$ cat src/osc_defines.svh
// constants for the oscillator select block
`ifndef OSC_DEFINES_SVH
`define OSC_DEFINES_SVH
`define OSC_ADDR_CTRL 12'h000
`define OSC_ADDR_STAT 12'h004
`define OSC_ADDR_PERIPH 12'h008
`define OSC_IFS_RESET 4'h7
`define OSC_SCS_RESET 2'h0
`define OSC_BOOT_INTERNAL_OSC_MODE 2'h0
`define OSC_CLK_HZ 20000000
`define OSC_HF_START_NS 2000
`define OSC_HF_START_CYC (((`OSC_HF_START_NS * (`OSC_CLK_HZ / 1000000)) + 999) / 1000)
`define OSC_HF_STABLE_CYC 8'd80
`define OSC_LF_START_CYC 8'd4
`define OSC_HF_CNT_W 8
`endif

$ cat src/osc_pkg.sv
// types for the oscillator select block
package osc_pkg;
  typedef enum logic [2:0] {
    osc_src_ext_low = 3'b001,
    osc_src_ext_medium = 3'b010,
    osc_src_ext_high = 3'b011,
    osc_src_hf = 3'b100,
    osc_src_lf = 3'b101
  } osc_src_t;
  typedef struct packed {
    logic hf_ready_flag;
    logic lf_ready_flag;
    logic hf_stable_flag;
  } osc_status_t;
  typedef struct packed {
    logic adc_sel_rc;
    logic wave_sel_hf;
    logic nco_sel_hf;
    logic pwm_sel_t2;
    logic t1_sel_lf;
  } osc_route_t;
endpackage

$ cat src/osc_select.sv
// oscillator and system clock source selection with apb registers
//
// Implementation choices: the APB interface to the registers and the placing of the registers.
`timescale 1ns/1ps
`include "osc_defines.svh"
module osc_select
  import osc_pkg::*;
(
  // clock and reset
  input wire logic mclk,
  input wire logic resetn,
  // apb slave
  input wire logic psel,
  input wire logic penable,
  input wire logic pwrite,
  input wire logic [11:0] paddr,
  input wire logic [31:0] pwdata,
  output logic [31:0] prdata,
  output logic pready,
  output logic pslverr,
  // configuration bits
  input wire logic [1:0] boot_clock_select,
  input wire logic clock_out_enable_n,
  input wire logic powerup_timer_en,
  input wire logic watchdog_timer_en,
  input wire logic sleep_mode,
  // peripheral rc clock requests
  input wire logic periph_rc_req,
  // clock pin control
  output logic clock_in_pin_is_io,
  output logic clock_out_pin_oe,
  output logic clock_out_pin_is_io,
  // oscillator enables and state
  output logic hf_osc_en,
  output logic lf_osc_en,
  output logic periph_rc_en,
  output logic startup_osc_active,
  output osc_src_t sys_src,
  output logic [3:0] hf_postscale,
  output osc_route_t route_sel
);
  // software registers
  logic [3:0] int_freq_select; // postscaler / source choice
  logic [1:0] sys_clock_select; // run-time clock source
  osc_route_t route_reg; // peripheral clock routing
  osc_status_t status; // ready/stable flags
  logic [`OSC_HF_CNT_W-1:0] hf_cnt; // hf start and settle count
  logic [`OSC_HF_CNT_W-1:0] lf_cnt; // lf start count
  logic [`OSC_HF_CNT_W-1:0] next_hf_cnt;
  logic [`OSC_HF_CNT_W-1:0] next_lf_cnt;
  osc_src_t next_src;
  logic [31:0] next_rdata;

  // bus decode
  wire logic wr_en = psel && penable && pwrite;
  wire logic rd_en = psel && penable && !pwrite;
  wire logic hit_ctrl = paddr == `OSC_ADDR_CTRL;
  wire logic hit_stat = paddr == `OSC_ADDR_STAT;
  wire logic hit_per = paddr == `OSC_ADDR_PERIPH;
  wire logic hit_any = hit_ctrl || hit_stat || hit_per;

  // selection decode
  wire logic use_int = sys_clock_select[1] || boot_clock_select == `OSC_BOOT_INTERNAL_OSC_MODE;
  wire logic lf_freq = int_freq_select[3:1] == 3'b000;
  // 001x is the 31.25 khz setting, fed from hf by postscale
  wire logic hf_freq = !lf_freq;
  wire logic hf_need = (int_freq_select[3:1] != 3'b000) && use_int;
  wire logic lf_need = (lf_freq && use_int) || powerup_timer_en || watchdog_timer_en;
  wire logic hf_running = hf_cnt >= `OSC_HF_CNT_W'(`OSC_HF_START_CYC);
  wire logic hf_settled = hf_cnt == `OSC_HF_STABLE_CYC;
  wire logic lf_running = lf_cnt == `OSC_LF_START_CYC;

  // next source: boot decode or internal block
  always_comb begin
    if (use_int) begin
      next_src = lf_freq ? osc_src_lf : osc_src_hf;
    end else begin
      unique case (boot_clock_select)
        2'b11: next_src = osc_src_ext_high;
        2'b10: next_src = osc_src_ext_medium;
        default: next_src = osc_src_ext_low;
      endcase
    end
  end

  // oscillator start counters; hold at the top value
  always_comb begin
    next_hf_cnt = hf_cnt;
    next_lf_cnt = lf_cnt;
    if (!hf_need) begin
      next_hf_cnt = '0;
    end else if (!hf_settled) begin
      next_hf_cnt = hf_cnt + `OSC_HF_CNT_W'(1);
    end
    if (!lf_need) begin
      next_lf_cnt = '0;
    end else if (!lf_running) begin
      next_lf_cnt = lf_cnt + `OSC_HF_CNT_W'(1);
    end
  end

  // read mux; unmapped reads as zero
  always_comb begin
    next_rdata = 32'h0000_0000;
    if (hit_ctrl) begin
      next_rdata = {25'h0, int_freq_select, 1'b0, sys_clock_select};
    end else if (hit_stat) begin
      next_rdata = {27'h0, status.hf_ready_flag, 2'b00, status.lf_ready_flag,
        status.hf_stable_flag};
    end else if (hit_per) begin
      next_rdata = {27'h0, route_reg};
    end
  end

  // register writes
  always_ff @(posedge mclk) begin
    if (!resetn) begin
      int_freq_select <= `OSC_IFS_RESET;
      sys_clock_select <= `OSC_SCS_RESET;
      route_reg <= '0;
    end else if (wr_en && hit_ctrl) begin
      int_freq_select <= pwdata[6:3];
      sys_clock_select <= pwdata[1:0];
    end else if (wr_en && hit_per) begin
      route_reg <= pwdata[4:0];
    end
  end

  // apb answer: zero wait state, error on unmapped address
  always_ff @(posedge mclk) begin
    if (!resetn) begin
      pready <= 1'b0;
      pslverr <= 1'b0;
      prdata <= 32'h0000_0000;
    end else begin
      pready <= psel && !penable;
      pslverr <= psel && !penable && !hit_any;
      prdata <= (psel && !penable && !pwrite) ? next_rdata : prdata;
    end
  end

  // oscillator state and status flags
  always_ff @(posedge mclk) begin
    if (!resetn) begin
      hf_cnt <= '0;
      lf_cnt <= '0;
      status <= '0;
    end else begin
      hf_cnt <= next_hf_cnt;
      lf_cnt <= next_lf_cnt;
      status.hf_ready_flag <= hf_need && (next_hf_cnt >= `OSC_HF_CNT_W'(`OSC_HF_START_CYC));
      status.hf_stable_flag <= hf_need && next_hf_cnt == `OSC_HF_STABLE_CYC;
      status.lf_ready_flag <= lf_need && next_lf_cnt == `OSC_LF_START_CYC;
    end
  end

  // system source switch: a new hf or lf source is taken only once it runs,
  // so hf is taken at the start count before it settles; external sources are taken at once
  always_ff @(posedge mclk) begin
    if (!resetn) begin
      sys_src <= osc_src_hf;
    end else if ((next_src == osc_src_hf && !hf_running) ||
                 (next_src == osc_src_lf && !lf_running)) begin
      sys_src <= sys_src;
    end else begin
      sys_src <= next_src;
    end
  end

  // pins, enables and routing, all registered
  always_ff @(posedge mclk) begin
    if (!resetn) begin
      clock_in_pin_is_io <= 1'b0;
      clock_out_pin_oe <= 1'b0;
      clock_out_pin_is_io <= 1'b1;
      hf_osc_en <= 1'b0;
      lf_osc_en <= 1'b0;
      periph_rc_en <= 1'b0;
      startup_osc_active <= 1'b1;
      hf_postscale <= `OSC_IFS_RESET;
      route_sel <= '0;
    end else begin
      clock_in_pin_is_io <= boot_clock_select == `OSC_BOOT_INTERNAL_OSC_MODE;
      clock_out_pin_oe <= !clock_out_enable_n;
      clock_out_pin_is_io <= clock_out_enable_n;
      hf_osc_en <= hf_need;
      lf_osc_en <= lf_need;
      periph_rc_en <= periph_rc_req;
      startup_osc_active <= !(hf_need && next_hf_cnt == `OSC_HF_STABLE_CYC);
      hf_postscale <= hf_freq ? int_freq_select : 4'h0;
      route_sel <= route_reg;
    end
  end

  // sleep does not gate the rc clock: it follows the request only
  wire logic unused_sleep = sleep_mode;
endmodule

$ cat config.mk
export PLATFORM = sky130hd
export DESIGN_NAME = osc_select
export DESIGN_NICKNAME = d
export VERILOG_FILES = /design/src/osc_pkg.sv /design/src/osc_select.sv
export VERILOG_INCLUDE_DIRS = /design/src
export SDC_FILE = /design/constraint.sdc
export NUM_CORES = 1
export LEC_CHECK = 0
export ABC_AREA = 1
export BUFFER_PORTS_ARGS = -buffer_cell sky130_fd_sc_hd__clkbuf_2
export CORE_MARGIN = 8
export CORE_UTILIZATION = 49
export CTS_CLUSTER_SIZE = 24
export DETAILED_ROUTE_END_ITERATION = 7
export PLACE_DENSITY = 0.79
export SYNTH_ARGS = -nofsm -noshare
export SYNTH_HDL_FRONTEND = slang
export SYNTH_SLANG_ARGS = --single-unit
$ cat constraint.sdc
create_clock -name mclk -period 1.55 [get_ports mclk]
set_clock_uncertainty 0.2 [all_clocks]
set_input_delay 0.155 -clock mclk [delete_from_list [all_inputs] [get_ports mclk]]
set_output_delay 0.155 -clock mclk [all_outputs]
set_load 0.05 [all_outputs]
Word level (Yosys, flattened, before mapping)
Index checks and enable logic that the tools add are counted.
- register bits after elaboration: 83
- latch bits: 0
- memory bits (writable): 0
- ROM bits: 0
- input bits: 56
- output and inout port bits: 53
- logic and storage cells: 90
- memories kept: 0
- add/subtract/negate cells: 2
- $mul: 0
- div/mod/pow operators: 0
- $lt $le $gt $ge: 2
- equality and inequality tests: 10
- shift operators: 0
- muxes and demuxes: 11
- bitwise logic cells: 2
- reduce and logical (&&, ||, !) cells: 33
- operator list (cell ; count):
    8-bit two-way mux ; 4
    8-bit by 1-bit adder with 8-bit output, second input constant ; 2
    8-bit by 3-bit == test with 1-bit output, second input constant ; 2
    8-bit by 7-bit == test with 1-bit output, second input constant ; 2
    8-bit by 6-bit >= comparator with 1-bit output, second input constant ; 2
    1-bit logical AND ; 14
    12-bit by 3-bit == test with 1-bit output, second input constant ; 1
    12-bit by 4-bit == test with 1-bit output, second input constant ; 1
    12-bit logical NOT ; 1
    5-bit two-way mux ; 2
    1-bit logical NOT ; 7
    7-bit two-way mux ; 1
    3-bit == test, second input constant ; 2
    1-bit logical OR ; 6
    3-bit two-way mux ; 2
    2-bit == test, second input constant ; 2
    2-bit case mux with 2 select lines ; 1
    3-bit logical NOT ; 1
    3-bit nonzero test ; 1
    2-bit logical NOT ; 1
    1-bit NOT ; 2
    2-bit AND reduction ; 1
    2-bit OR reduction ; 1
    1-bit two-way mux ; 1

Logic depth before layout (Yosys ltp)
Gate-level depths: netlist of run 1.
- depth in word-level cells: 8
- mapped depth: 11
- depth with buffers taken out: 11

Worst setup path after synthesis of run 1
No wires, ideal clock.
- path type: reg2reg
- from: reg hf_cnt[0]
- to: reg startup_osc_active
- setup time: 128 ps
- arrival time: 1116 ps
- required time: 1222 ps
- path slack: 106 ps
- cell stages (with the launch flop): 7
- path buffers: 0
- period minus slack after synthesis: 1444 ps
- cell sequence: dfxtp_1 -> inv_1 -> ha_1 -> nor3_1 -> nand2_1 -> nor2_2 -> nand4_1
- cells in the longest elaborated chain, start to end: 6
- ends and longest elaborated chain (item ; RTL line ; source):
    from (decl) ; osc_select.sv:47 ; logic [`OSC_HF_CNT_W-1:0] hf_cnt;
    from (signal assigned) ; osc_select.sv:149 ; hf_cnt <= next_hf_cnt;
    8-bit by 1-bit adder with 8-bit output / 8-bit by 7-bit == test with 1-bit output (equally long branches) ; n/a ;
    8-bit two-way mux (*) ; osc_select.sv:92 ; end else if (!hf_settled) begin
    8-bit two-way mux (*) ; osc_select.sv:90 ; if (!hf_need) begin
    8-bit by 7-bit == test with 1-bit output (no line) (*) ; n/a ;
    1-bit logical AND (no line) (*) ; n/a ;
    1-bit logical NOT (*) ; osc_select.sv:189 ; startup_osc_active <= !(hf_need && next_hf_cnt == `OSC_HF_STABLE_CYC);
    to (signal assigned) ; osc_select.sv:189 ;
    to (decl) ; osc_select.sv:37 ; output logic startup_osc_active,
Mark *: on every way between the ends. The rest lies on a longest branch, timed or not.
A chain may end at the register's enable or synchronous reset.

Worst setup path in the final report of run 1
- from: reg int_freq_select[3]
- to: reg sys_src[2]
- cells in the longest elaborated chain, start to end: 6
- ends and longest elaborated chain (item ; RTL line ; source):
    from (decl) ; osc_select.sv:43 ; logic [3:0] int_freq_select;
    from (signal assigned) ; osc_select.sv:118 ; int_freq_select <= `OSC_IFS_RESET;
    from (signal assigned) ; osc_select.sv:122 ; int_freq_select <= pwdata[6:3];
    3-bit logical NOT (*) ; osc_select.sv:64 ; wire logic lf_freq = int_freq_select[3:1] == 3'b000;
    1-bit two-way mux (*) ; osc_select.sv:76 ; next_src = lf_freq ? osc_src_lf : osc_src_hf;
    3-bit two-way mux (*) ; osc_select.sv:75 ; if (use_int) begin
    3-bit == test (on tied branches) ; osc_select.sv:162, osc_select.sv:163 ;
    1-bit logical AND (on tied branches) ; osc_select.sv:162, osc_select.sv:163 ;
    1-bit logical OR (*) ; osc_select.sv:162 ; end else if ((next_src == osc_src_hf && !hf_running) ||
    to (signal assigned) ; osc_select.sv:161 ; sys_src <= osc_src_hf;
    to (signal assigned) ; osc_select.sv:164 ; sys_src <= sys_src;
    to (signal assigned) ; osc_select.sv:166 ; sys_src <= next_src;
    to (decl) ; osc_select.sv:38 ; output osc_src_t sys_src,
Marked as above.

==> results_tabular.tex, run 1 <==
\begin{tabular}{lr}
\hline
Metric & Value \\
\hline
\multicolumn{2}{l}{\textbf{Final layout}} \\
Filler cells & 445 \\
Largest registers & hf\_cnt x8, lf\_cnt x8, prdata x7 \\
Fraction of final layout cells with drive strength greater than 1 & 29.9\% \\
Most frequent standard cell in the layout excluding fill and tap cells & nand2\_1 \\
Synthesis-to-layout area growth & 28.4\% \\
Finished Core Util & 65.5\% \\
Final-stage net count & 546 \\
FF/Latch Area & 1180 um\^{}2 \\
Footprint of the multi-input gates & 1460 um\^{}2 \\
Most frequent cells in the layout & nand2\_1, clkbuf\_2, nor2\_1 \\
Non-Filler Cell Area, Final & 3650 um\^{}2 \\
Antenna Cells & 0 \\
\multicolumn{2}{l}{\textbf{Timing}} \\
Post-route fraction of the period consumed by the critical path & 98.3\% \\
Fin. max-slew vios & 0 \\
Setup violation total in the final timing report & 0 \\
Final period demand of the worst path & 1520 ps \\
Final Hold Fails & 0 \\
Setup repair after global routing missed its margin & true \\
Peak Freq & 0.656 GHz \\
\multicolumn{2}{l}{\textbf{Drt}} \\
Detailed router's first-iteration violation count & 151 \\
Routed met2 length & 3880 um \\
Post-detailed-route DRC marker count & 0 \\
Routed via count & 2,684 \\
Met3 routed WL & 448 um \\
Detailed Route WL & 7230 um \\
Post-detailed-route via-to-cell ratio & 4.77 \\
Met1 layer wirelength in the final routing & 2810 um \\
Highest metal layer with signal wires & met4 \\
Detail Route Antenna Nets & 0 \\
DR WL/cell & 12.8 um \\
Total iterations of the first detailed-routing run & 4 \\
\multicolumn{2}{l}{\textbf{CTS}} \\
Master cell of the clock root buffer & clkbuf\_8 \\
TritonCTS buffer count & 9 \\
Clock tree sinks & 58 \\
Maximum number of buffers from clock root to sink & 2 \\
Clk slew on worst S/H paths & 70 ps \\
TritonCTS clock tree & built \\
Insertion delay to the later sink of the worst-skew pair & 330 ps \\
CTS H-Tree Depth & 3 \\
\multicolumn{2}{l}{\textbf{Yosys}} \\
EDFF count, synth & 0 \\
Total standard cell area after synthesis & 2850 um\^{}2 \\
Post-synthesis area per instance & 7.08 um\^{}2 \\
Main combinational cell family by area after synthesis & simple AND/OR/NAND/NOR gates \\
Seq cells post-synth & 58 \\
Multiplexer area fraction after synthesis & 0\% \\
Yosys top cell by area & dfxtp\_1 \\
Number of distinct standard cells referenced by the synthesized netlist & 33 \\
Top\_reg\_cell synth & dfxtp\_1 \\
Sequential cell area fraction in the yosys report & 40.8\% \\
FFs w/ async S/R, synth & 0\% \\
Proportion of netlist area held by the largest area contributor & 40.8\% \\
Post-synthesis cell count & 402 \\
Simple-gate share of the synthesized area & 34.9\% \\
Complex-gate fraction of the synthesized area & 6.20\% \\
Synthesized-area fraction occupied by adder cells & 1.76\% \\
Xor/xnor share of the synthesized area & 0.923\% \\
Synth warn & 0 \\
Leading post-synthesis cells by cell area & dfxtp\_1, nand2\_1, nor2\_1, buf\_4, inv\_1 \\
\multicolumn{2}{l}{\textbf{GRT}} \\
Largest net degree at the start of global routing & 27 \\
Via count of the first global-routing pass & 2,596 \\
Total routing resource utilization after global routing & 15.8\% \\
Grt ovf & 0 \\
Antenna violations before repair & 0 \\
Global-route wire length before repair & 11,100 um \\
\multicolumn{2}{l}{\textbf{Power}} \\
Worst ir drop on vdd & 755 uV \\
Overall Power & 3.43 mW \\
Total power density per cell area & 938 nW/um\^{}2 \\
Leakage dissipation & 1.89 nW \\
\multicolumn{2}{l}{\textbf{Setup path}} \\
Data required time of the critical path & 1530 ps \\
CP Max Fanout & 8 \\
Data arrival time of the worst path & 1510 ps \\
CP Launch Type & flip-flop \\
Critical path start-end classification & flip-flop to flip-flop \\
Type of element capturing the critical path & flip-flop \\
\multicolumn{2}{l}{\textbf{Worst hold path}} \\
Hold crit path type & input port to flip-flop \\
\multicolumn{2}{l}{\textbf{Floorplanning}} \\
Starting density of the core & 51.1\% \\
Area of the core & 5570 um\^{}2 \\
Number of top-level design ports & 109 \\
Width of the chip & 92.2 um \\
Number of placement rows & 27 \\
Vert. Die Dim & 92.2 um \\
Die outline area & 8500 um\^{}2 \\
\multicolumn{2}{l}{\textbf{Placement}} \\
Last weighted congestion value of the routability-driven placer & 0.832 \\
Cell area reported after detailed placement & 3130 um\^{}2 \\
Count of input and output buffers & 57 \\
Post-DP HPWL & 5040 um \\
\multicolumn{2}{l}{\textbf{Flow run}} \\
Max-cap viol count & 0 \\
\multicolumn{2}{l}{\textbf{Status}} \\
Run status & complete, no violations \\
\hline
\end{tabular}
synthesized netlist by cell type (5+ instances only):
cell type / number
nor2_4: 5
dfxtp_1: 58
nand3_1: 23
inv_1: 48
nor2_1: 60
a21oi_1: 11
nand2_1: 103
o21ai_0: 10
inv_2: 7
buf_4: 26
report_power, final:
group	internal (mW)	switching, mW	total [mW]	leakage, nW
clock	0.830	0.568	1.40	0.101
sequential	1.52	0.0178	1.54	0.476
combinational	0.134	0.358	0.492	1.32
total	2.48	0.943	3.43	1.89
through the flow:
step                      setup TNS [ps]  cells  worst slack [ps]  hold slack, ps
after floorplan                        0    426               106            31.8
after global placement                 0    528              28.5             125
after detailed placement           -9.54    528             -8.99             135
after CTS                              0    559              1.00            26.6
after global routing                -174    563             -49.0            55.7
final                                  0    563              26.1            41.3
repair_timing:
| item | 4_1_cts | 5_1_grt |
|---|---|---|
| hold buffers | 15 | 0 |
| setup endpoints to repair | 4 | 10 |
| setup buffers | 0 | 3 |
| gates cloned | 0 | 1 |
| gates resized for setup | 7 | 43 |
| hold endpoints to repair | 24 | 0 |
| pin swaps | 1 | 16 |
worst paths after layout:
check                                                      from                 endpoint  slack (ps)  cells after the start
worst max-delay path            int_freq_select[3]$_SDFFE_PN0P_  sys_src[2]$_SDFFE_PN1N_          30                      7
worst min-delay path                          watchdog_timer_en     lf_osc_en$_SDFF_PN0_          40                      5
worst max register to register  int_freq_select[3]$_SDFFE_PN0P_  sys_src[2]$_SDFFE_PN1N_          30                      7
worst min register to register           prdata[1]$_SDFFE_PN0P_   prdata[1]$_SDFFE_PN0P_         270                      2
final cells by class:
cell class,instances,share of cell area (%)
multi-input combinational,279,40.0
clock inverter,2,0.959
inverter,57,5.99
timing repair buffer,81,13.8
tap,72,2.47
clock buffer,14,4.45
sequential,58,32.3
per-layer routing:
layer | vias up | track usage [%]
met1 | 1247 | 16.2
met2 | 75 | 28.8
met5 | - | 0
met3 | 12 | 5.87
li1 | 1350 | -
met4 | 0 | 5.23
critical path: stages, from the launching register on:
cell	delay [ps]
dfxtp_2	380
nor2_4	50
nand2_4	90
nand2_2	110
inv_4	150
nand2_1	120
a21oi_2	170
o21ai_0	110
logic make-up after synthesis:
logic type	Yosys count
xor gates and xnor gates	3
adders and majority gates	4
DFF	58
buffers and inverters	89
and+or+nand+nor	217
other	1
AOI/OAI and AO/OA	30
No activity file was read; power rests on OpenSTA's default activity.
==> run 2: changes to the inputs <==
--- a/config.mk
+++ b/config.mk
@@ -8,6 +8,7 @@
 export LEC_CHECK = 0
 export ABC_AREA = 1
 export BUFFER_PORTS_ARGS = -buffer_cell sky130_fd_sc_hd__clkbuf_2
+export CORE_ASPECT_RATIO = 0.9
 export CORE_MARGIN = 8
 export CORE_UTILIZATION = 49
 export CTS_CLUSTER_SIZE = 24
==> results_tabular.tex, run 2 (synthesis results as in run 1) <==
\begin{tabular}{lr}
\hline
Metric & Value \\
\hline
\multicolumn{2}{l}{\textbf{Drt}} \\
Detailed Route WL & 6920 um (-4.3\%) \\
Detailed router's first-iteration violation count & 154 (+2.0\%) \\
Post-detailed-route DRC marker count & 0 (unchanged) \\
DR WL/cell & 12.2 um (-5.1\%) \\
Post-detailed-route via-to-cell ratio & 4.76 (-0.22\%) \\
Routed via count & 2,702 (+0.67\%) \\
Total iterations of the first detailed-routing run & 4 (unchanged) \\
Detail Route Antenna Nets & 0 (unchanged) \\
\multicolumn{2}{l}{\textbf{Timing}} \\
Total Negative Setup Slacks & -2.77 ps (-2.77 ps) \\
Final worst-path setup slack & -2.77 ps (-28.8 ps) \\
Peak Freq & 0.644 GHz (-1.9\%) \\
Worst hold slack & 25.9 ps (-15.3 ps) \\
Final period demand of the worst path & 1550 ps (+28.8 ps) \\
Fin. max-slew vios & 0 (unchanged) \\
Final Hold Fails & 0 (unchanged) \\
Setup violation total in the final timing report & 1 (+1) \\
Post-route fraction of the period consumed by the critical path & 100\% (+1.9 points) \\
Setup repair after global routing missed its margin & true \\
\multicolumn{2}{l}{\textbf{Power}} \\
Part of the power in the clock network & 38.4\% (-2.4 points) \\
Net switching fraction of the power & 31.0\% (+3.4 points) \\
Cell internal power dissipation & 2.28 mW (-8.3\%) \\
Worst ir drop on vdd & 696 uV (-7.8\%) \\
Leakage dissipation & 1.92 nW (+1.6\%) \\
Total power density per cell area & 896 nW/um\^{}2 (-4.5\%) \\
Part of the total power dissipated in sequential elements & 46.5\% (+1.7 points) \\
Total net switching power & 1.02 mW (+8.3\%) \\
Comb pwr share & 15.0\% (+0.6 points) \\
\multicolumn{2}{l}{\textbf{Final layout}} \\
Largest registers & hf\_cnt x8, lf\_cnt x8, prdata x7 \\
Most frequent standard cell in the layout excluding fill and tap cells & nand2\_1 \\
Antenna Cells & 0 (unchanged) \\
Final Non-Filler Cells & 568 (+0.89\%) \\
Non-Filler Cell Area, Final & 3680 um\^{}2 (+0.82\%) \\
Final-stage net count & 553 (+1.3\%) \\
Most frequent cells in the layout & nand2\_1, clkbuf\_2, nor2\_1 \\
Fraction of final layout cells with drive strength greater than 1 & 30.3\% (+0.38 points) \\
Synthesis-to-layout area growth & 29.4\% \\
\multicolumn{2}{l}{\textbf{Placement}} \\
Cell area reported after detailed placement & 3150 um\^{}2 (+0.64\%) \\
Count of input and output buffers & 57 (unchanged) \\
Cell total after placement & 529 (+0.19\%) \\
Last weighted congestion value of the routability-driven placer & 0.857 (+3.0\%) \\
Post-DP HPWL & 4880 um (-3.1\%) \\
\multicolumn{2}{l}{\textbf{Setup path}} \\
Type of element capturing the critical path & flip-flop \\
Critical path start-end classification & flip-flop to flip-flop \\
Worst reg-to-reg setup slack & -3 ps (-30 ps) \\
Crit. Startpoint & hf\_cnt[1]\$\_SDFF\_PN0\_ \\
Launching point of the worst reg2reg path & hf\_cnt[1]\$\_SDFF\_PN0\_ \\
CP Launch Type & flip-flop \\
Data arrival time of the worst path & 1560 ps (+50 ps) \\
CP Max Fanout & 3 (-5) \\
Data required time of the critical path & 1560 ps (+30 ps) \\
\multicolumn{2}{l}{\textbf{GRT}} \\
GR met3 Demand/Resource & 6.70\% (+0.83 points) \\
Antenna violations before repair & 0 (unchanged) \\
GRT met1 Usage & 17.3\% (+1.1 points) \\
Via count of the first global-routing pass & 2,519 (-3.0\%) \\
Total routing resource utilization after global routing & 15.8\% (+0.072 points) \\
Met2 usage in global routing & 27.0\% (-1.8 points) \\
Grt ovf & 0 (unchanged) \\
Largest net degree at the start of global routing & 15 (-44\%) \\
Global-route wire length before repair & 10,600 um (-4.5\%) \\
Busiest layer in global routing & met2 \\
\multicolumn{2}{l}{\textbf{Status}} \\
Run status & finished with violations \\
Failing checks & negative setup slack \\
\multicolumn{2}{l}{\textbf{CTS}} \\
Master cell of the clock root buffer & clkbuf\_8 \\
Maximum number of buffers from clock root to sink & 2 (unchanged) \\
Insertion delay to the later sink of the worst-skew pair & 350 ps (+20 ps) \\
CTS H-Tree Depth & 3 (unchanged) \\
Clock tree sinks & 58 (unchanged) \\
TritonCTS clock tree & built \\
TritonCTS buffer count & 9 (unchanged) \\
Clk slew on worst S/H paths & 80 ps (about the same) \\
\multicolumn{2}{l}{\textbf{Floorplanning}} \\
Die outline area & 8510 um\^{}2 (about the same) \\
Starting density of the core & 50.3\% (-0.78 points) \\
Width of the chip & 96.3 um (+4.5\%) \\
Area of the core & 5660 um\^{}2 (+1.5\%) \\
Number of top-level design ports & 109 (unchanged) \\
Vert. Die Dim & 88.3 um (-4.2\%) \\
Number of placement rows & 26 (-3.7\%) \\
\multicolumn{2}{l}{\textbf{Worst hold path}} \\
Hold crit path type & input port to flip-flop \\
Startpoint of the lowest-slack hold path & boot\_clock\_select[0] \\
\multicolumn{2}{l}{\textbf{Flow run}} \\
Max-cap viol count & 0 (unchanged) \\
\hline
\end{tabular}
run 2: cell count changes in the layout (fill, tap and decap cells not counted), sizes merged:
cell and delta:
inv +1, buf +6, clkinvlp +3, dlymetal6s4s +1
bufinv -1, clkbuf -4, clkinv +1
run 2: final timing paths:
path / end / depth (start not counted)
hold reg to reg: route_sel[3]$_SDFF_PN0_ / 2
setup reg to reg: startup_osc_active$_SDFF_PN1_ / 9
setup / recovery: startup_osc_active$_SDFF_PN1_ / 9
hold / removal: sys_src[2]$_SDFFE_PN1N_ / 4
run 2: power by group through the flow:
stage               clock network (mW)  registers (mW)  logic [mW]
detailed placement                   0            1.57       0.417
global placement                     0            1.57       0.413
global route                      1.37            1.54       0.530
CTS                               1.29            1.53       0.454
floorplan                            0            1.63       0.306
finish                            1.27            1.53       0.496
run 2: critical path, cell delays in order (launching register included):
cell     delay (ps)
dfxtp_4         360
inv_2            70
ha_4            130
nand2_2          40
nor2_2          120
nand3_1         110
nand2_2          90
nand2_2          60
nor2_4          110
nand4_1         120
run 2: layout make-up:
cell class	count	area (um^2)
Clock buffer	10	138
Clock inverter	6	41.3
Fill cell	474	1980
Inverter	57	221
Multi-Input combinational cell	279	1460
Sequential cell	58	1180
Tap cell	70	87.6
Timing Repair Buffer	88	561
run 2: through the flow:
| step | setup slack [ps] | util (%) | total power [mW] |
|---|---|---|---|
| after CTS | 8.00 | 62.0 | 3.27 |
| after global routing | -59.7 | 65.1 | 3.44 |
| after detailed placement | -32.4 | 55.6 | 1.98 |
| after global placement | 18.6 | 55.6 | 1.98 |
| final | -2.77 | 65.1 | 3.30 |
| after floorplan | 106 | - | 1.94 |
run 2: timing repair:
item	CTS	global route
gates resized for setup	6	43
setup endpoints to repair	4	8
hold buffers	16	0
setup buffers	0	7
hold endpoints to repair	26	0
pin swaps	1	18
run 2: metal layers:
metal	routed length (um)	vias up
met4	90	0
met2	3480	80
met1	2820	1247
met3	538	10
li1	-	1365
met5	0	-
==> run 3: changes to the inputs <==
--- a/config.mk
+++ b/config.mk
@@ -9,11 +9,12 @@
 export ABC_AREA = 1
 export BUFFER_PORTS_ARGS = -buffer_cell sky130_fd_sc_hd__clkbuf_2
 export CORE_ASPECT_RATIO = 0.9
-export CORE_MARGIN = 8
+export CORE_MARGIN = 2
 export CORE_UTILIZATION = 49
 export CTS_CLUSTER_SIZE = 24
 export DETAILED_ROUTE_END_ITERATION = 7
 export PLACE_DENSITY = 0.79
+export SETUP_SLACK_MARGIN = 0.1
 export SYNTH_ARGS = -nofsm -noshare
 export SYNTH_HDL_FRONTEND = slang
 export SYNTH_SLANG_ARGS = --single-unit
==> results_tabular.tex, run 3 (synthesis results as in run 1) <==
\begin{tabular}{lr}
\hline
Metric & Value \\
\hline
\multicolumn{2}{l}{\textbf{Status}} \\
Run status & finished with violations \\
Failing checks & negative hold slack, negative setup slack \\
\multicolumn{2}{l}{\textbf{Setup path}} \\
CP Launch Type & flip-flop \\
Critical path start-end classification & flip-flop to flip-flop \\
Buffers and inverters on the worst path & 0 (-1) \\
Type of element capturing the critical path & flip-flop \\
CP Max Fanout & 4 (+1) \\
Library cell appearing most often on the critical path & nand2\_1 \\
Cell type of the slowest stage on the worst timing path & dfxtp\_4 \\
CP Cell Sequence & ha\_4, nand2\_4, o21ai\_2, nand2\_1, nand2\_1, nand2\_1, nor2\_1, nand2\_1, nor2\_2 \\
Data arrival time of the worst path & 1670 ps (+110 ps) \\
Data required time of the critical path & 1630 ps (+70 ps) \\
Delay of the slowest cell on the worst path & 400 ps (+40 ps) \\
Cell family with most CP delay & simple AND/OR/NAND/NOR gates \\
\multicolumn{2}{l}{\textbf{Power}} \\
Total net switching power & 1.01 mW (-1.1\%) \\
Part of the total power dissipated in sequential elements & 42.5\% (-4.0 points) \\
Part of the power in the clock network & 43.0\% (+4.6 points) \\
Total power density per cell area & 937 nW/um\^{}2 (+4.7\%) \\
Leakage dissipation & 1.98 nW (+2.9\%) \\
Comb pwr share & 14.5\% (-0.5 points) \\
Overall Power & 3.62 mW (+9.7\%) \\
Cell internal power dissipation & 2.61 mW (+15\%) \\
Net switching fraction of the power & 27.9\% (-3.1 points) \\
Worst ir drop on vdd & 756 uV (+8.6\%) \\
\multicolumn{2}{l}{\textbf{Placement}} \\
Minimum setup slack after placement & -52.5 ps (-20.1 ps) \\
Last weighted congestion value of the routability-driven placer & 0.854 (-0.45\%) \\
Count of input and output buffers & 57 (unchanged) \\
Post-DP HPWL & 4460 um (-8.7\%) \\
\multicolumn{2}{l}{\textbf{Floorplanning}} \\
Width of the chip & 84.3 um (-12\%) \\
Number of top-level design ports & 109 (unchanged) \\
Number of placement rows & 26 (unchanged) \\
Die outline area & 6440 um\^{}2 (-24\%) \\
Vert. Die Dim & 76.3 um (-14\%) \\
Starting density of the core & 50.3\% (unchanged) \\
Area of the core & 5660 um\^{}2 (unchanged) \\
\multicolumn{2}{l}{\textbf{CTS}} \\
Maximum number of buffers from clock root to sink & 2 (unchanged) \\
Master cell of the clock root buffer & clkbuf\_8 \\
Insertion delay to the later sink of the worst-skew pair & 340 ps (about the same) \\
TritonCTS buffer count & 9 (unchanged) \\
CTS H-Tree Depth & 3 (unchanged) \\
TritonCTS clock tree & built \\
Clk slew on worst S/H paths & 70 ps (about the same) \\
Clock tree sinks & 58 (unchanged) \\
\multicolumn{2}{l}{\textbf{Final layout}} \\
Fraction of final layout cells with drive strength greater than 1 & 35.4\% (+5.1 points) \\
Most frequent cells in the layout & nand2\_1, clkbuf\_2, nor2\_1 \\
Synthesis-to-layout area growth & 35.6\% \\
Most frequent standard cell in the layout excluding fill and tap cells & nand2\_1 \\
Largest registers & hf\_cnt x8, lf\_cnt x8, prdata x7 \\
Filler cells & 442 (-6.8\%) \\
Antenna Cells & 0 (unchanged) \\
Final-stage net count & 552 (-0.18\%) \\
\multicolumn{2}{l}{\textbf{Drt}} \\
Detailed router's first-iteration violation count & 123 (-20\%) \\
DR WL/cell & 12.5 um (+2.4\%) \\
Total iterations of the first detailed-routing run & 4 (unchanged) \\
Routed via count & 2,689 (-0.48\%) \\
Detailed Route WL & 7080 um (+2.2\%) \\
Post-detailed-route DRC marker count & 0 (unchanged) \\
Detail Route Antenna Nets & 0 (unchanged) \\
Post-detailed-route via-to-cell ratio & 4.74 (-0.31\%) \\
\multicolumn{2}{l}{\textbf{Worst hold path}} \\
Hold crit path type & input port to flip-flop \\
\multicolumn{2}{l}{\textbf{Timing}} \\
Peak Freq & 0.632 GHz (-1.9\%) \\
Final worst-path setup slack & -32.4 ps (-29.6 ps) \\
Final period demand of the worst path & 1580 ps (+29.6 ps) \\
Fin. max-slew vios & 0 (unchanged) \\
Setup repair after global routing missed its margin & true \\
Post-route fraction of the period consumed by the critical path & 102\% (+1.9 points) \\
Setup violation total in the final timing report & 1 (unchanged) \\
Final Hold Fails & 4 (+4) \\
Worst hold slack & -33.2 ps (-59.1 ps) \\
\multicolumn{2}{l}{\textbf{Flow run}} \\
Max-cap viol count & 0 (unchanged) \\
\multicolumn{2}{l}{\textbf{GRT}} \\
Grt ovf & 0 (unchanged) \\
Global-route wire length before repair & 10,700 um (+1.2\%) \\
Largest net degree at the start of global routing & 25 (+10) \\
Antenna violations before repair & 0 (unchanged) \\
Total routing resource utilization after global routing & 20.7\% (+4.9 points) \\
Via count of the first global-routing pass & 2,519 (unchanged) \\
\hline
\end{tabular}
[run 3: cell types whose count changed in the layout (fill, tap and decap cells not counted), sizes merged]
cell	change
bufinv	+2
clkinvlp	-2
buf	-1
clkbuf	+1
clkinv	-1
[run 3: per-layer routing]
metal / vias to the layer above / global-route usage, % / share of wire (%)
li1: 1364 / - / -
met1: 1210 / 23.5 / 39
met2: 98 / 36.0 / 53
met3: 17 / 7.15 / 5.8
met4: 0 / 7.62 / 2.0
met5: - / 0 / 0
[run 3: worst paths after layout]
check	start	to	slack (ps)	cells past startpoint
hold reg to reg	route_reg[2]$_SDFFE_PN0P_	route_sel[2]$_SDFF_PN0_	250	2
hold / removal	boot_clock_select[1]	sys_src[1]$_SDFFE_PN0N_	-30	3
setup / recovery	lf_cnt[0]$_SDFF_PN0_	status[1]$_SDFF_PN0_	-30	9
setup reg to reg	lf_cnt[0]$_SDFF_PN0_	status[1]$_SDFF_PN0_	-30	9
[run 3: power groups by stage]
stage	registers (mW)	clock network, mW	logic [mW]
2_1_floorplan	1.63	0	0.306
3_3_place_gp	1.57	0	0.408
3_5_place_dp	1.57	0	0.415
4_1_cts	1.53	1.58	0.463
5_1_grt	1.54	1.65	0.561
6_report	1.54	1.55	0.525
[run 3: layout make-up]
type                            instances  area (um^2)  share of cell area, %
Clock buffer                           11          141                   3.66
Clock inverter                          5         77.6                   2.01
Inverter                               57          231                   5.99
Multi-Input combinational cell        279         1580                   40.8
Sequential cell                        58         1190                   30.8
Tap cell                               70         87.6                   2.27
Timing Repair Buffer                   87          557                   14.4
[run 3: metrics by stage]
stage | cells | utilization (%) | cell area [um^2] | TNS, ps
after global routing | 567 | 68.2 | 3860 | -174
after detailed placement | 528 | 55.5 | 3140 | -82.2
final | 567 | 68.2 | 3860 | -32.4
after floorplan | 426 | - | 2940 | 0
after global placement | 528 | 55.5 | 3140 | -4.13
after CTS | 563 | 63.6 | 3600 | 0
[run 3: worst reg2reg max path: stages (launching register included)]
cell,delay [ps]
dfxtp_4,400
ha_4,160
nand2_4,80
o21ai_2,150
nand2_1,80
nand2_1,100
nand2_1,80
nor2_1,100
nand2_1,100
nor2_2,90
[run 3: repair_timing]
item                                   CTS  global route
setup endpoints to repair                8            27
resized for setup                       22            73
hold buffers                            15             1
setup buffers                            4             3
pin swaps                               20            24
endpoints found under the hold margin   23             4
